**src/common/fault_pkg.sv**
```systemverilog
// Package for the supply fault-reaction block: timing, positions, APB map.
// Assumes a 125 MHz system clock and a 32-bit APB register port.
package fault_pkg;

  // Clock rate and deglitch windows
  localparam int CLK_MHZ         = 125;
  localparam int SHORT_MIN_US    = 15;   // Supplies, references, pumps
  localparam int SHORT_MAX_US    = 30;
  localparam int LONG_MIN_US     = 10;   // Regulator rails
  localparam int LONG_MAX_US     = 40;
  // Filter length sits inside the window: least time rounded up
  localparam int SHORT_CYCLES    = SHORT_MIN_US * CLK_MHZ;
  localparam int LONG_CYCLES     = LONG_MIN_US * CLK_MHZ;
  localparam int NUM_FAULTS      = 14;

  // Fault indices; diag_mux group one position is index + 2
  localparam int F_AVDD_UV       = 0;
  localparam int F_REF_HIGH      = 1;
  localparam int F_REF_LOW       = 2;
  localparam int F_PUMP_LOW_UV   = 3;
  localparam int F_PUMP_LOW_OV   = 4;
  localparam int F_PUMP_HIGH_OV  = 5;
  localparam int F_PREREG_UV     = 6;
  localparam int F_PREREG_OV     = 7;
  localparam int F_XCVR_UV       = 8;
  localparam int F_XCVR_OV       = 9;
  localparam int F_IO_UV         = 10;
  localparam int F_IO_OV         = 11;
  localparam int F_CORE_UV       = 12;
  localparam int F_CORE_OV       = 13;
  localparam int DIAG_BASE       = 2;

  // Status register two bit positions
  localparam int ST2_CORE_UV     = 0;
  localparam int ST2_CORE_OV     = 1;
  localparam int ST2_IO_UV       = 2;
  localparam int ST2_IO_OV       = 3;
  localparam int ST2_XCVR_UV     = 4;
  localparam int ST2_XCVR_OV     = 5;
  localparam int ST2_PREREG_UV   = 6;
  localparam int ST2_PREREG_OV   = 7;

  // Register byte addresses
  localparam logic [11:0] ADDR_STATUS2  = 12'h000;
  localparam logic [11:0] ADDR_CONFIG   = 12'h004;
  localparam logic [11:0] ADDR_IRQ_STAT = 12'h008;
  localparam logic [11:0] ADDR_IRQ_MASK = 12'h00c;
  localparam logic [11:0] ADDR_LIVE     = 12'h010;
  localparam logic [11:0] ADDR_STATE    = 12'h014;

  // Config fields
  localparam int CFG_CORE_UNMASK = 0;
  localparam int CFG_IO_5V       = 1;
  localparam int CFG_DIAG_LSB    = 4;
  localparam logic [31:0] CFG_RESET = 32'h0000_0000;

  // Device state
  typedef enum logic [1:0] {
    ST_ACTIVE  = 2'b00,
    ST_RESET   = 2'b01,
    ST_STANDBY = 2'b10
  } dev_state_t;

  // Raw comparator inputs, asynchronous; synchronised and deglitched inside the block
  typedef struct packed {
    logic analog_supply_uv_ok;
    logic reference_high_error;
    logic reference_low_error;
    logic pump_low_uv_ok;
    logic pump_low_overvolt;
    logic pump_high_overvolt;
    logic prereg_uv_ok;
    logic prereg_overvolt;
    logic transceiver_rail_uv_ok;
    logic transceiver_rail_overvolt;
    logic io_rail_uv_ok_3v3;
    logic io_rail_uv_ok_5v;
    logic io_rail_overvolt_3v3;
    logic io_rail_overvolt_5v;
    logic core_rail_uv_ok;
    logic core_rail_overvolt;
  } comp_in_t;

  // Idle comparator levels: every *_uv_ok high, every error input low
  localparam comp_in_t COMP_IDLE = comp_in_t'(16'h92b2);

  // APB request
  typedef struct packed {
    logic        psel;
    logic        penable;
    logic        pwrite;
    logic [11:0] paddr;
    logic [31:0] pwdata;
  } apb_req_t;

endpackage

```
**src/design/deglitch_filter.sv**
```systemverilog
// One deglitch filter: a condition must hold for LEN cycles to set the flag.
// Assumes the condition is already synchronous to clk_sys.
`timescale 1ns/1ps
module deglitch_filter
  import fault_pkg::*;
#(
  parameter int LEN = 1875
) (
  // Clock and reset
  input  wire logic clk_sys,
  input  wire logic rst_b,
  // Condition and result
  input  wire logic cond,
  output logic      flag
);

  localparam int CW = $clog2(LEN + 1);

  logic [CW-1:0] count;

  // Refuse a length that the counter cannot time
  if (LEN < 1) begin : g_bad_len
    $error("deglitch_filter: LEN must be at least 1");
  end

  // Count while present; restart as soon as the condition drops
  always_ff @(posedge clk_sys or negedge rst_b) begin
    if (!rst_b) begin
      count <= '0;
      flag  <= 1'b0;
    end else if (!cond) begin
      count <= '0;
      flag  <= 1'b0;
    end else if (count == CW'(LEN - 1)) begin
      flag <= 1'b1;
    end else begin
      count <= count + CW'(1);
    end
  end

endmodule

```
**src/design/supply_fault_reaction.sv**
```systemverilog
// Fault reaction for the supply monitors: deglitch, react, report over APB.
// Assumes comparator outputs arrive asynchronously and a 125 MHz clk_sys.
//
// Summary of operation
// - Analog supply undervoltage: reset, drive off, standby
// - Reference high error: reset, drive off, standby
// - Reference low error: reset, drive off, standby
// - Low pump overvoltage: reset, drive off, standby
// - High pump overvoltage: reset, drive off, standby
// - Preregulator faults only set their flag
// - Transceiver undervoltage only sets its flag
// - Transceiver or I/O overvoltage disables drive
// - I/O undervoltage: reset, drive off, reset state
// - I/O comparators chosen by voltage setting
// - Core faults act only when unmasked
// - Each error shown on diag mux
// - Preregulator faults in status bits 6, 7
// - Core faults in status bits 0, 1
`timescale 1ns/1ps
module supply_fault_reaction
  import fault_pkg::*;
#(
  parameter int SHORT_LEN = SHORT_CYCLES,
  parameter int LONG_LEN  = LONG_CYCLES
) (
  // Clock and reset
  input  wire logic        clk_sys,
  input  wire logic        rst_b,
  // Raw comparator outputs
  input  wire comp_in_t    compIn,
  // APB slave
  input  wire apb_req_t    apbReq,
  output logic [31:0]      prdata,
  output logic             pready,
  output logic             pslverr,
  // Outputs toward the microcontroller
  output logic             mcu_reset_out_n,
  output logic             safing_drive_enable,
  output logic             diag_mux,
  output logic             irq
);

  // Refuse filter lengths that the counters cannot time
  if (SHORT_LEN < 1 || LONG_LEN < 1) begin : g_bad_len
    $error("supply_fault_reaction: filter lengths must be positive");
  end

  // Two-flop synchronisers; stage one feeds only stage two
  comp_in_t syncA;
  comp_in_t syncB;

  always_ff @(posedge clk_sys or negedge rst_b) begin
    if (!rst_b) begin
      // Idle levels, so no filter starts counting a false fault
      syncA <= COMP_IDLE;
      syncB <= COMP_IDLE;
    end else begin
      syncA <= compIn;
      syncB <= syncA;
    end
  end

  // Configuration held in the config register
  logic [31:0] config_r;
  logic        coreUnmask;
  logic        io5v;
  logic [3:0]  diagSel;

  assign coreUnmask = config_r[CFG_CORE_UNMASK];
  assign io5v       = config_r[CFG_IO_5V];
  assign diagSel    = config_r[CFG_DIAG_LSB +: 4];

  // Raw fault conditions, active high
  logic [NUM_FAULTS-1:0] cond;

  always_comb begin
    cond = '0;
    cond[F_AVDD_UV]      = ~syncB.analog_supply_uv_ok;
    cond[F_REF_HIGH]     = syncB.reference_high_error;
    cond[F_REF_LOW]      = syncB.reference_low_error;
    cond[F_PUMP_LOW_UV]  = ~syncB.pump_low_uv_ok;
    cond[F_PUMP_LOW_OV]  = syncB.pump_low_overvolt;
    cond[F_PUMP_HIGH_OV] = syncB.pump_high_overvolt;
    cond[F_PREREG_UV]    = ~syncB.prereg_uv_ok;
    cond[F_PREREG_OV]    = syncB.prereg_overvolt;
    cond[F_XCVR_UV]      = ~syncB.transceiver_rail_uv_ok;
    cond[F_XCVR_OV]      = syncB.transceiver_rail_overvolt;
    // Pick the comparator pair for the selected I/O voltage
    cond[F_IO_UV] = io5v ? ~syncB.io_rail_uv_ok_5v
                         : ~syncB.io_rail_uv_ok_3v3;
    cond[F_IO_OV] = io5v ? syncB.io_rail_overvolt_5v
                         : syncB.io_rail_overvolt_3v3;
    cond[F_CORE_UV]      = ~syncB.core_rail_uv_ok;
    cond[F_CORE_OV]      = syncB.core_rail_overvolt;
  end

  // One filter per fault; the first six use the short window
  logic [NUM_FAULTS-1:0] flag;

  generate
    for (genvar i = 0; i < NUM_FAULTS; i++) begin : g_filt
      deglitch_filter #(
        .LEN (i <= F_PUMP_HIGH_OV ? SHORT_LEN : LONG_LEN)
      ) u_filt (
        .clk_sys (clk_sys),
        .rst_b   (rst_b),
        .cond    (cond[i]),
        .flag    (flag[i])
      );
    end
  endgenerate

  // Reaction classes
  logic toStandby;
  logic toReset;
  logic driveOff;

  always_comb begin
    toStandby = flag[F_AVDD_UV]
              | flag[F_REF_HIGH]
              | flag[F_REF_LOW]
              | flag[F_PUMP_LOW_OV]
              | flag[F_PUMP_HIGH_OV];
    // Preregulator, transceiver undervoltage and low pump undervoltage
    // only flag; they never reach these terms
    toReset = flag[F_IO_UV]
            | (coreUnmask & flag[F_CORE_UV]);
    driveOff = toStandby | toReset
             | flag[F_XCVR_OV] | flag[F_IO_OV]
             | (coreUnmask & flag[F_CORE_OV]);
  end

  // Device state: standby outranks reset; leaves once faults clear
  dev_state_t devState;

  always_ff @(posedge clk_sys or negedge rst_b) begin
    if (!rst_b) begin
      devState <= ST_ACTIVE;
    end else begin
      case (devState)
        ST_ACTIVE: begin
          if (toStandby)    devState <= ST_STANDBY;
          else if (toReset) devState <= ST_RESET;
        end
        ST_RESET: begin
          if (toStandby)     devState <= ST_STANDBY;
          else if (!toReset) devState <= ST_ACTIVE;
        end
        ST_STANDBY: begin
          if (!toStandby && !toReset) devState <= ST_ACTIVE;
        end
        default: devState <= ST_ACTIVE;
      endcase
    end
  end

  // Pin outputs, registered; low during reset for safety
  always_ff @(posedge clk_sys or negedge rst_b) begin
    if (!rst_b) begin
      mcu_reset_out_n     <= 1'b0;
      safing_drive_enable <= 1'b0;
    end else begin
      mcu_reset_out_n     <= ~(toStandby | toReset);
      safing_drive_enable <= ~driveOff;
    end
  end

  // Diagnostic mux group one: positions 2..15 carry the flags
  always_ff @(posedge clk_sys or negedge rst_b) begin
    if (!rst_b) begin
      diag_mux <= 1'b0;
    end else if (diagSel >= 4'(DIAG_BASE)) begin
      diag_mux <= flag[diagSel - 4'(DIAG_BASE)];
    end else begin
      diag_mux <= 1'b0;
    end
  end

  // Status register two, live flag view
  logic [7:0] status2;

  always_comb begin
    status2 = '0;
    status2[ST2_CORE_UV]   = flag[F_CORE_UV];
    status2[ST2_CORE_OV]   = flag[F_CORE_OV];
    status2[ST2_IO_UV]     = flag[F_IO_UV];
    status2[ST2_IO_OV]     = flag[F_IO_OV];
    status2[ST2_XCVR_UV]   = flag[F_XCVR_UV];
    status2[ST2_XCVR_OV]   = flag[F_XCVR_OV];
    status2[ST2_PREREG_UV] = flag[F_PREREG_UV];
    status2[ST2_PREREG_OV] = flag[F_PREREG_OV];
  end

  // Interrupt status: sticky on flag rise, write one to clear
  logic [NUM_FAULTS-1:0] flagDly;
  logic [NUM_FAULTS-1:0] irqStat;
  logic [NUM_FAULTS-1:0] irqMask;
  logic                  wrStrobe;
  logic                  rdStrobe;

  // A write lands only at the access edge that sees pready high
  assign wrStrobe = apbReq.psel & apbReq.penable & apbReq.pwrite & pready;
  assign rdStrobe = apbReq.psel & ~apbReq.penable & ~apbReq.pwrite;

  always_ff @(posedge clk_sys or negedge rst_b) begin
    if (!rst_b) begin
      flagDly <= '0;
      irqStat <= '0;
    end else begin
      flagDly <= flag;
      // Set wins over a clear in the same cycle
      if (wrStrobe && apbReq.paddr == ADDR_IRQ_STAT) begin
        irqStat <= (irqStat & ~apbReq.pwdata[NUM_FAULTS-1:0])
                 | (flag & ~flagDly);
      end else begin
        irqStat <= irqStat | (flag & ~flagDly);
      end
    end
  end

  // Writable registers
  always_ff @(posedge clk_sys or negedge rst_b) begin
    if (!rst_b) begin
      config_r <= CFG_RESET;
      irqMask  <= '0;
    end else if (wrStrobe) begin
      case (apbReq.paddr)
        ADDR_CONFIG:   config_r <= apbReq.pwdata & 32'h0000_00f3;
        ADDR_IRQ_MASK: irqMask  <= apbReq.pwdata[NUM_FAULTS-1:0];
        default:       ;
      endcase
    end
  end

  always_ff @(posedge clk_sys or negedge rst_b) begin
    if (!rst_b) begin
      irq <= 1'b0;
    end else begin
      irq <= |(irqStat & irqMask);
    end
  end

  // APB read data captured in setup; no wait state, answer in first access cycle
  logic        addrOk;

  always_comb begin
    case (apbReq.paddr)
      ADDR_STATUS2, ADDR_CONFIG, ADDR_IRQ_STAT,
      ADDR_IRQ_MASK, ADDR_LIVE, ADDR_STATE: addrOk = 1'b1;
      default:                              addrOk = 1'b0;
    endcase
  end

  always_ff @(posedge clk_sys or negedge rst_b) begin
    if (!rst_b) begin
      prdata <= '0;
    end else if (rdStrobe) begin
      case (apbReq.paddr)
        ADDR_STATUS2:  prdata <= {24'h00_0000, status2};
        ADDR_CONFIG:   prdata <= config_r;
        ADDR_IRQ_STAT: prdata <= {18'h0_0000, irqStat};
        ADDR_IRQ_MASK: prdata <= {18'h0_0000, irqMask};
        ADDR_LIVE:     prdata <= {18'h0_0000, flag};
        ADDR_STATE:    prdata <= {30'h0000_0000, devState};
        default:       prdata <= '0;
      endcase
    end
  end

  // Ready and error stand one cycle; pslverr for unmapped addresses
  always_ff @(posedge clk_sys or negedge rst_b) begin
    if (!rst_b) begin
      pready  <= 1'b0;
      pslverr <= 1'b0;
    end else begin
      pready  <= apbReq.psel & ~apbReq.penable;
      pslverr <= apbReq.psel & ~apbReq.penable & ~addrOk;
    end
  end

endmodule

```
**config.mk**
```make
export PLATFORM = sky130hd
export DESIGN_NAME = supply_fault_reaction
export DESIGN_NICKNAME = d
export VERILOG_FILES = /design/src/common/fault_pkg.sv /design/src/design/deglitch_filter.sv /design/src/design/supply_fault_reaction.sv
export SDC_FILE = /design/constraint.sdc
export NUM_CORES = 1
export LEC_CHECK = 0
export BUFFER_PORTS_ARGS = -buffer_cell sky130_fd_sc_hd__buf_2
export CORE_UTILIZATION = 35
export DETAILED_ROUTE_END_ITERATION = 6
export PLACE_DENSITY_LB_ADDON = 0.25
export SLEW_MARGIN = 20
export SYNTH_ARGS = -nofsm -noshare
export SYNTH_HDL_FRONTEND = slang
export SYNTH_SLANG_ARGS = --single-unit
```
**constraint.sdc**
```tcl
create_clock -name clk_sys -period 1.9 [get_ports clk_sys]
set_clock_uncertainty 0.05 [all_clocks]
set_input_delay 0.19 -clock clk_sys [delete_from_list [all_inputs] [get_ports clk_sys]]
set_output_delay 0.19 -clock clk_sys [all_outputs]
set_load 0.01 [all_outputs]
```
# [Yosys cells after proc, flatten, opt, wreduce, memory -nomap -nowiden]
# Index checks and enable logic that the tools add are counted.
[op_classes] n_addsub=15 mul=0 n_div=0 order_cmp=2 eq_ne=47 shifts=0 n_mux=70 bitwise=31 reduce_logical=16
[op_table] op="$mux W11" n=28
[op_table] op="$add A11 B1 Y11 const B" n=14
[op_table] op="$eq A11 B11 Y1 const B" n=14
[op_table] op="$pmux W14 S6" n=1
[op_table] op="$and A14 B14 Y14" n=3
[op_table] op="$ne A2 B2 Y1 const B" n=17
[op_table] op="$mux W1" n=33
[op_table] op="$not A14 Y14" n=2
[op_table] op="$or A14 B14 Y14" n=2
[op_table] op="$eq A12 B4 Y1 const B" n=2
[op_table] op="$eq A12 B5 Y1 const B" n=2
[op_table] op="$mux W14" n=1
[op_table] op="$ne A2 B1 Y1 const B" n=7
[op_table] op="$reduce_or A14 Y1" n=1
[op_table] op="$eq A12 B3 Y1 const B" n=1
[op_table] op="$logic_not A12 Y1" n=1
[op_table] op="$mux W2" n=5
[op_table] op="$reduce_bool A2 Y1" n=5
[op_table] op="$or A1 B1 Y1" n=9
[op_table] op="$and A1 B1 Y1" n=8
[op_table] op="$not A1 Y1" n=7
[op_table] op="$ne A3 B3 Y1 const B" n=2
[op_table] op="$pmux W2 S3" n=1
[op_table] op="$reduce_or A6 Y1" n=1
[op_table] op="other kinds (11)" n=14
[totals] ff_bits=288 latch_bits=0 ram_bits=0 rom_bits=0 input_bits=65 out_inout_bits=38 wordCells=253 mem_count=0

# [Depth between registers and ports, before layout]
# Gate-level depths: netlist of the first run.
[logic_depth] ltp_word=9 depth_mapped=7 ltp_nobuf=6

# [Hierarchy]
# A second synthesis of the first run with hierarchy kept.
[unflattened] cells_unflattened=1187 hier_area_um2=13182.6
[by_module_without_submodules] mod="deglitch_filter at g_filt[10].u_filt ..." instances=8 cells_per_inst=61 area_per_inst_um2=635.6 seq_area_each_um2=300.3
[by_module_without_submodules] mod="supply_fault_reaction" instances=1 cells_per_inst=339 area_per_inst_um2=4344.2 seq_area_each_um2=2570.0
[by_module_without_submodules] mod="deglitch_filter at g_filt[0].u_filt ..." instances=6 cells_per_inst=60 area_per_inst_um2=625.6 seq_area_each_um2=300.3

# [Least setup slack after synthesis of the first run]
# Ideal clock, no wire load.
[synth_path] path_kind="reg-to-reg" start="register config_r[5]" end="register diag_mux" setup_time_ps=78 arrival_time_ps=1760 required_ps=1772 setup_slack_ps=12 stages_incl_launch_ff=6 path_buffers=0 period_less_slack_ps=1888 cell_sequence="dfrtp_1 > inv_1 > ha_1 > mux4_2 > a2111oi_0 > o21bai_1"
[synth_via] elab_chain_len=4 word_cells_on_any_way=5 classes_between="add/sub: 1; order compare: 1; mux: 3"
[synth_lines] element="start: declaration" line_no="supply_fault_reaction.sv:64" text="logic [31:0] config_r;"
[synth_lines] element="start signal: assignment" line_no="supply_fault_reaction.sv:228" text="ADDR_CONFIG: config_r <= apbReq.pwdata & 32'h0000_00f3;"
[synth_lines] element="$sub A4 B2 Y4" line_no="supply_fault_reaction.sv:173" text="diag_mux <= flag[diagSel - 4'(DIAG_BASE)];"
[synth_lines] element="$bmux W1 S4" line_no="supply_fault_reaction.sv:173"
[synth_lines] element="$mux W1 (implied by the code)" line_no="supply_fault_reaction.sv:173"
[synth_lines] element="$mux W1 (*)" line_no="supply_fault_reaction.sv:172" text="end else if (diagSel >= 4'(DIAG_BASE)) begin"
[synth_lines] element="end signal: assignment" line_no="supply_fault_reaction.sv:173"
[synth_lines] element="end: declaration" line_no="supply_fault_reaction.sv:39" text="output logic diag_mux,"
# Every way passes the cells marked *; elsewhere a longest branch is shown, timed or not. The select of a mux whose other input is x is not followed.
# A chain may end at the register's enable or synchronous reset.

# [Worst setup path after layout of the first run]
[layout_path] start="register config_r[6]" end="register diag_mux"
# Same word-level chain as after synthesis.

==> flow_metrics.env, run 1 <==
export IMPL_r2r_cells=5
export IMPL_r2r_end="diag_mux"
export IMPL_area_delta_synth_final_pct=20.6
export IMPL_final_area_mm2=0.0151
export IMPL_start_util=0.355
export IMPL_grt_pass1_wl_um=45100
export IMPL_num_rows=69
export IMPL_fin_crit_sh=0.960
export IMPL_critPathSlowestCell="mux4_2"
export IMPL_netlist_area_mm2=0.0126
export IMPL_worst_pin_slew_ns=0.500
export IMPL_antenna_left=0
export IMPL_drive_gt1_frac=0.168
export IMPL_wire_per_inst_um=15.0
export IMPL_hold_path_class="in -> reg"
export IMPL_min_from="apbReq[40]"
export IMPL_synth_area_leaders="dfrtp_1, xnor2_1, xor2_1"
export IMPL_crit_chain="inv_2, ha_4, mux4_2, a2111oi_4, o21bai_4"
export IMPL_cts_tree="yes"
export IMPL_clock_root_buffer="clkbuf_16"
export IMPL_avgSynthCellArea_um2=10.9
export IMPL_cap_violations=0
export IMPL_drc_errors=0
export IMPL_htree_levels=1
export IMPL_grt_start_max_net_pins=73
export IMPL_ir_drop_v=0.000847
export IMPL_holdPathEnd="pslverr"
export IMPL_rrSetupSlack_ns=0.08
export IMPL_max_freq_mhz=548
export IMPL_final_cell_mix="dfrtp_1, nor2_1, nand2_1"
export IMPL_worstSkewPairLatency_ns=0.55
export IMPL_dp_hpwl_um=18500
export IMPL_cts_sinks=270
export IMPL_dpl_cell_count=1689
export IMPL_wirelength_um=26700
export IMPL_yosysWarnings=0
export IMPL_rsz0062_at_grt="false"
export IMPL_grt_overflow_total=0
export IMPL_synth_cell_types=59
export IMPL_fin_cells=1784
export IMPL_die_h_um=191
export IMPL_vias=8802
export IMPL_die_width_um=191
export IMPL_synth_cells=1149
export IMPL_ios=103
export IMPL_gp_congestion=0.802
export IMPL_cts_buffers=30
export IMPL_place_area_mm2=0.0137
export IMPL_period_minus_slack_ns=1.82
export IMPL_antenna_found_initial=2
export IMPL_report_final_slew_viol_count=0
export IMPL_fp_coreArea_mm2=0.0354
export IMPL_path_class="reg -> reg"
export IMPL_outcome="finished, final reports clean"
export IMPL_final_common_cell="dfrtp_1"
export IMPL_dr_first_iter_drc_count=464
export IMPL_r2r_start="config_r[6]"
export IMPL_hold_viol=0
export IMPL_clkSlewWorstSetupHoldPaths_ns=0.06
export IMPL_crit_start="config_r[6]"
export IMPL_design_die_area_mm2=0.0366
export IMPL_cp_top_family="multiplexers"
export IMPL_hold_depth=4
export IMPL_routed_via_density=4.93
export IMPL_slew_headroom=0.664
export IMPL_synth_top_flop_cell="dfrtp_1"
export IMPL_worst_path_buf_inv=1
export IMPL_synth_edf_count=0
export IMPL_grt_pass1_vias=8707
export IMPL_power_density_mw_per_mm2=830
export IMPL_final_nets=1392
export IMPL_io_buffers=66
export IMPL_startpoint_type="register"
export IMPL_yosysSeqAreaShare=0.539
export IMPL_required_ns=2.32
export IMPL_synthDominantCellAreaShare=0.510
export IMPL_worstPathMaxFanout=2
export IMPL_worst_setup_path_end_kind="register"
export IMPL_worstPathArrival_ns=2.24
export IMPL_drtPass1Iterations=5
export IMPL_ys_ff_latch=270
export IMPL_async_flop_share=1.00
export IMPL_setup_viol=0
export IMPL_slowest_delay_ns=0.52
export IMPL_p_leak_nw=6.73
export IMPL_cts_path_max_buffers=3
export IMPL_synth_area_leader_cell="dfrtp_1"
export IMPL_fillers=3397
export IMPL_track_usage=0.152
-- cell usage after synthesis, drive strengths merged, types with 9 or more instances --
master and number:
nor3 32, or3 15, mux2 24, a22oi 10
nand4 43, dfrtp 256, and3 15, and4 13
inv 40, nand2b 12, clkbuf 27, mux2i 13
dfstp 14, xnor2 61, a21oi 24, nor4 9
nor2 75, and2 50, a21boi 20, ha 30
nand3 62, nand2 74, xor2 51, buf 26
nand3b 12, o21ai 53
-- worst max-delay path by stage --
stage                     slack [ns]                         end  depth (start not counted)
after floorplan                 0.01                    diag_mux                          5
after global placement          0.01                    diag_mux                          5
after detailed placement       -0.05                    diag_mux                          5
after CTS                       0.05  g_filt[11].u_filt.count[0]                          4
after global routing           0.009                    diag_mux                          5
final                           0.08                    diag_mux                          5
-- final cells by class --
| class | instances | area, um^2 | share of cell area |
|---|---|---|---|
| flip-flops and latches | 270 | 6770 | 0.447 |
| multi-input cells | 803 | 5480 | 0.362 |
| repair buffers | 152 | 1130 | 0.0743 |
| clock buffers | 49 | 973 | 0.0643 |
| well taps | 461 | 577 | 0.0381 |
| inverters | 40 | 150 | 0.00991 |
| clock inverters | 7 | 62.6 | 0.00413 |
| diodes | 2 | 5.00 | 0.000330 |
-- metal layers --
metal  global-route usage  wire [um]  up-vias
met5                    0          0        -
met4               0.0415        606        0
met3               0.0239       1010       41
met2                0.239      12200      126
met1                0.215      12900     4335
li1                     -          -     4300
-- sequential cells by signal (all words and copies together), names as in the netlist --
name,cells
irq,1
devState,2
syncB,9
irqMask,14
diag_mux,1
pready,1
cond,7
prdata,14
config_r,6
flagDly,14
g_filt.u_filt.flag,14
irqStat,14
syncA,16
pslverr,1
mcu_reset_out_n,1
safing_drive_enable,1
g_filt.u_filt.count,154
-- cells by family (layout without fill, tap and decap cells) --
kind of cell	Yosys count	count (layout)	synth area share
AOI/OAI and AO/OA	154	154	0.0805
xor gates and xnor gates	112	112	0.0781
adders and majority gates	30	30	0.0299
buffers and inverters	93	248	0.0339
DFF	270	270	0.539
muxes	40	40	0.0373
other	1	20	0.000299
and+or+nand+nor	449	449	0.201
-- worst min-delay path: stages --
cell and delay (ns):
buf_2 0.10, nor4_4 0.04, nand3_4 0.13, o21a_1 0.13
-- through the flow --
step	setup TNS, ns	worst slack [ns]	total power, W	hold slack, ns	util
after detailed placement	-0.0454	-0.0454	0.00672	0.0542	0.387
after CTS	0	0.0542	0.0128	0.00992	0.427
after floorplan	0	0.0123	0.00640	-0.156	-
after global placement	0	0.0143	0.00671	0.0545	0.387
final	0	0.0759	0.0126	0.0320	0.428
after global routing	0	0.00935	0.0131	0.0389	0.428
-- report_power, final --
| part | leakage (nW) | switching (W) | total (W) | internal [W] |
|---|---|---|---|---|
| Clock | 0.515 | 0.00230 | 0.00591 | 0.00361 |
| Sequential | 3.56 | 0.000127 | 0.00600 | 0.00587 |
| Combinational | 2.65 | 0.000372 | 0.000668 | 0.000296 |
-- what timing repair did --
action / 4_1_cts / 5_1_grt
pin swaps: 1 / 1
setup buffers: 0 / 1
endpoints found under the setup margin: 1 / 6
hold buffers: 36 / 0
endpoints found under the hold margin: 314 / 0
gates resized for setup: 6 / 5
Note: power is estimated with default switching activity, not from simulation.
==> run 2: changes to the inputs <==
CELL_PAD_IN_SITES_DETAIL_PLACEMENT = 0   (was not set)
CELL_PAD_IN_SITES_GLOBAL_PLACEMENT = 2   (was not set)
==> run 2 against run 1 <==
Flip-flop and latch count did not move. Worst hold slack got worse by 0.0051 ns. Critical path depth unchanged. Wire length grew 3.8%. Sequential power about the same. First-iteration DRC count down 2.2%. Final cell count down 0.28%. Critical endpoint unchanged. Highest routed layer unchanged.
==> flow_metrics.env, run 2 (synthesis gave the netlist of run 1 again) <==
export IMPL_crit_chain="inv_1, ha_1, mux4_2, a2111oi_2, o21bai_1"
export IMPL_setup_viol=0
export IMPL_design_die_area_mm2=0.0366
export IMPL_cap_violations=0
export IMPL_r2r_start="config_r[5]"
export IMPL_worstSkewPairLatency_ns=0.56
export IMPL_required_ns=2.33
export IMPL_grt_pass1_wl_um=46500
export IMPL_fin_crit_sh=0.972
export IMPL_cts_tree="yes"
export IMPL_utilization=0.427
export IMPL_clock_root_buffer="clkbuf_16"
export IMPL_path_class="reg -> reg"
export IMPL_die_width_um=191
export IMPL_dp_hpwl_um=19000
export IMPL_ir_drop_v=0.000745
export IMPL_critPathSlowestCell="mux4_2"
export IMPL_io_buffers=66
export IMPL_final_nets=1388
export IMPL_dr_first_iter_drc_count=454
export IMPL_drive_gt1_frac=0.162
export IMPL_grt_overflow_total=0
export IMPL_max_freq_mhz=542
export IMPL_outcome="finished, final reports clean"
export IMPL_wire_per_inst_um=15.6
export IMPL_period_minus_slack_ns=1.85
export IMPL_slowest_delay_ns=0.51
export IMPL_routed_via_density=4.91
export IMPL_wirelength_um=27700
export IMPL_num_rows=69
export IMPL_grt_start_max_net_pins=81
export IMPL_drtPass1Iterations=4
export IMPL_vias=8730
export IMPL_fillers=3445
export IMPL_pwr_share_seq=0.463
export IMPL_ios=103
export IMPL_switchingPower_w=0.00289
export IMPL_top_regs="g_filt.u_filt.count: 154 flops, syncA: 16 flops"
export IMPL_startpoint_type="register"
export IMPL_worst_setup_path_end_kind="register"
export IMPL_fp_coreArea_mm2=0.0354
export IMPL_p_int_w=0.0101
export IMPL_cts_path_max_buffers=3
export IMPL_cts_sinks=270
export IMPL_largest_register="g_filt.u_filt.count"
export IMPL_power_density_mw_per_mm2=857
export IMPL_hold_path_class="in -> async"
export IMPL_gp_congestion=0.783
export IMPL_final_area_mm2=0.0151
export IMPL_die_h_um=191
export IMPL_start_util=0.355
export IMPL_final_common_cell="dfrtp_1"
export IMPL_p_leak_nw=6.72
export IMPL_place_area_mm2=0.0137
export IMPL_antenna_found_initial=2
export IMPL_report_final_slew_viol_count=0
export IMPL_worstPathMaxFanout=2
export IMPL_antenna_left=0
export IMPL_grt_pass1_vias=8822
export IMPL_final_cell_mix="dfrtp_1, nor2_1, nand2_1"
export IMPL_drc_errors=0
export IMPL_clkSlewWorstSetupHoldPaths_ns=0.06
export IMPL_area_delta_synth_final_pct=20.3
export IMPL_pwr_share_clk=0.485
export IMPL_track_usage=0.157
export IMPL_hold_viol=0
export IMPL_htree_levels=1
export IMPL_rsz0062_at_grt="true"
export IMPL_combPwrFrac=0.052
export IMPL_crit_start="config_r[5]"
export IMPL_p_total_w=0.0129
export IMPL_worstPathArrival_ns=2.28
export IMPL_swShare=0.223
export IMPL_largest_reg_flops=154
export IMPL_cts_buffers=31
export IMPL_finalSetupTns_ns=0
[run 2: layout make-up]
cell class | instances | area (um^2) | share of cell area
Multi-Input combinational cell | 803 | 5440 | 0.360
Sequential cell | 270 | 6770 | 0.449
Timing Repair Buffer | 147 | 1080 | 0.0716
Clock buffer | 44 | 885 | 0.0586
Antenna cell | 1 | 2.50 | 0.000166
Inverter | 40 | 150 | 0.00994
Tap cell | 461 | 577 | 0.0382
Clock inverter | 13 | 194 | 0.0128
[run 2: through the flow]
step | cells | hold WS, ns | worst slack [ns]
final | 1779 | 0.0268 | 0.0541
after global routing | 1779 | 0.0161 | -0.0369
after CTS | 1778 | 0.00458 | 0.0174
after detailed placement | 1688 | 0.0132 | 0.0221
after global placement | 1688 | 0.0128 | 0.0317
after floorplan | 1166 | -0.156 | 0.0123
[run 2: routing by layer]
layer	part of all wire	vias to the layer above	GRT usage
li1	-	4281	-
met1	0.48	4316	0.221
met2	0.46	104	0.250
met3	0.041	29	0.0253
met5	0	-	0
met4	0.017	0	0.0385
[run 2: power by group through the flow]
stage	clock (W)	sequential, W	combinational [W]
2_1_floorplan	0	0.00606	0.000336
3_3_place_gp	0	0.00610	0.000633
3_5_place_dp	0	0.00610	0.000640
4_1_cts	0.00652	0.00600	0.000697
5_1_grt	0.00676	0.00602	0.000772
6_report	0.00627	0.00600	0.000678
[run 2: final timing paths]
check                                                  end  slack (ns)  cells past startpoint
worst max-delay path                              diag_mux        0.05                      5
worst min-delay path            g_filt[13].u_filt.count[1]        0.03                      2
worst max register to register                    diag_mux        0.05                      5
worst min register to register                     cond[2]        0.30                      0
max in group asynchronous                        syncB[12]        1.04                      3
min in group clk_sys                           irqStat[11]        0.06                      4
[run 2: worst max-delay path: cells and delay by family (launching register included)]
family / cells / cell delay (ns)
compound gates: 2 / 0.50
flops: 1 / 0.34
mux: 1 / 0.51
fa+ha+maj: 1 / 0.31
buf+inv: 1 / 0.06
[run 2: what timing repair did]
| action | in CTS | in global routing |
|---|---|---|
| endpoints found under the hold margin | 308 | 0 |
| hold buffers | 33 | 0 |
| resized for setup | 0 | 5 |
| setup endpoints to repair | 0 | 6 |
| buffers inserted | 0 | 0 |
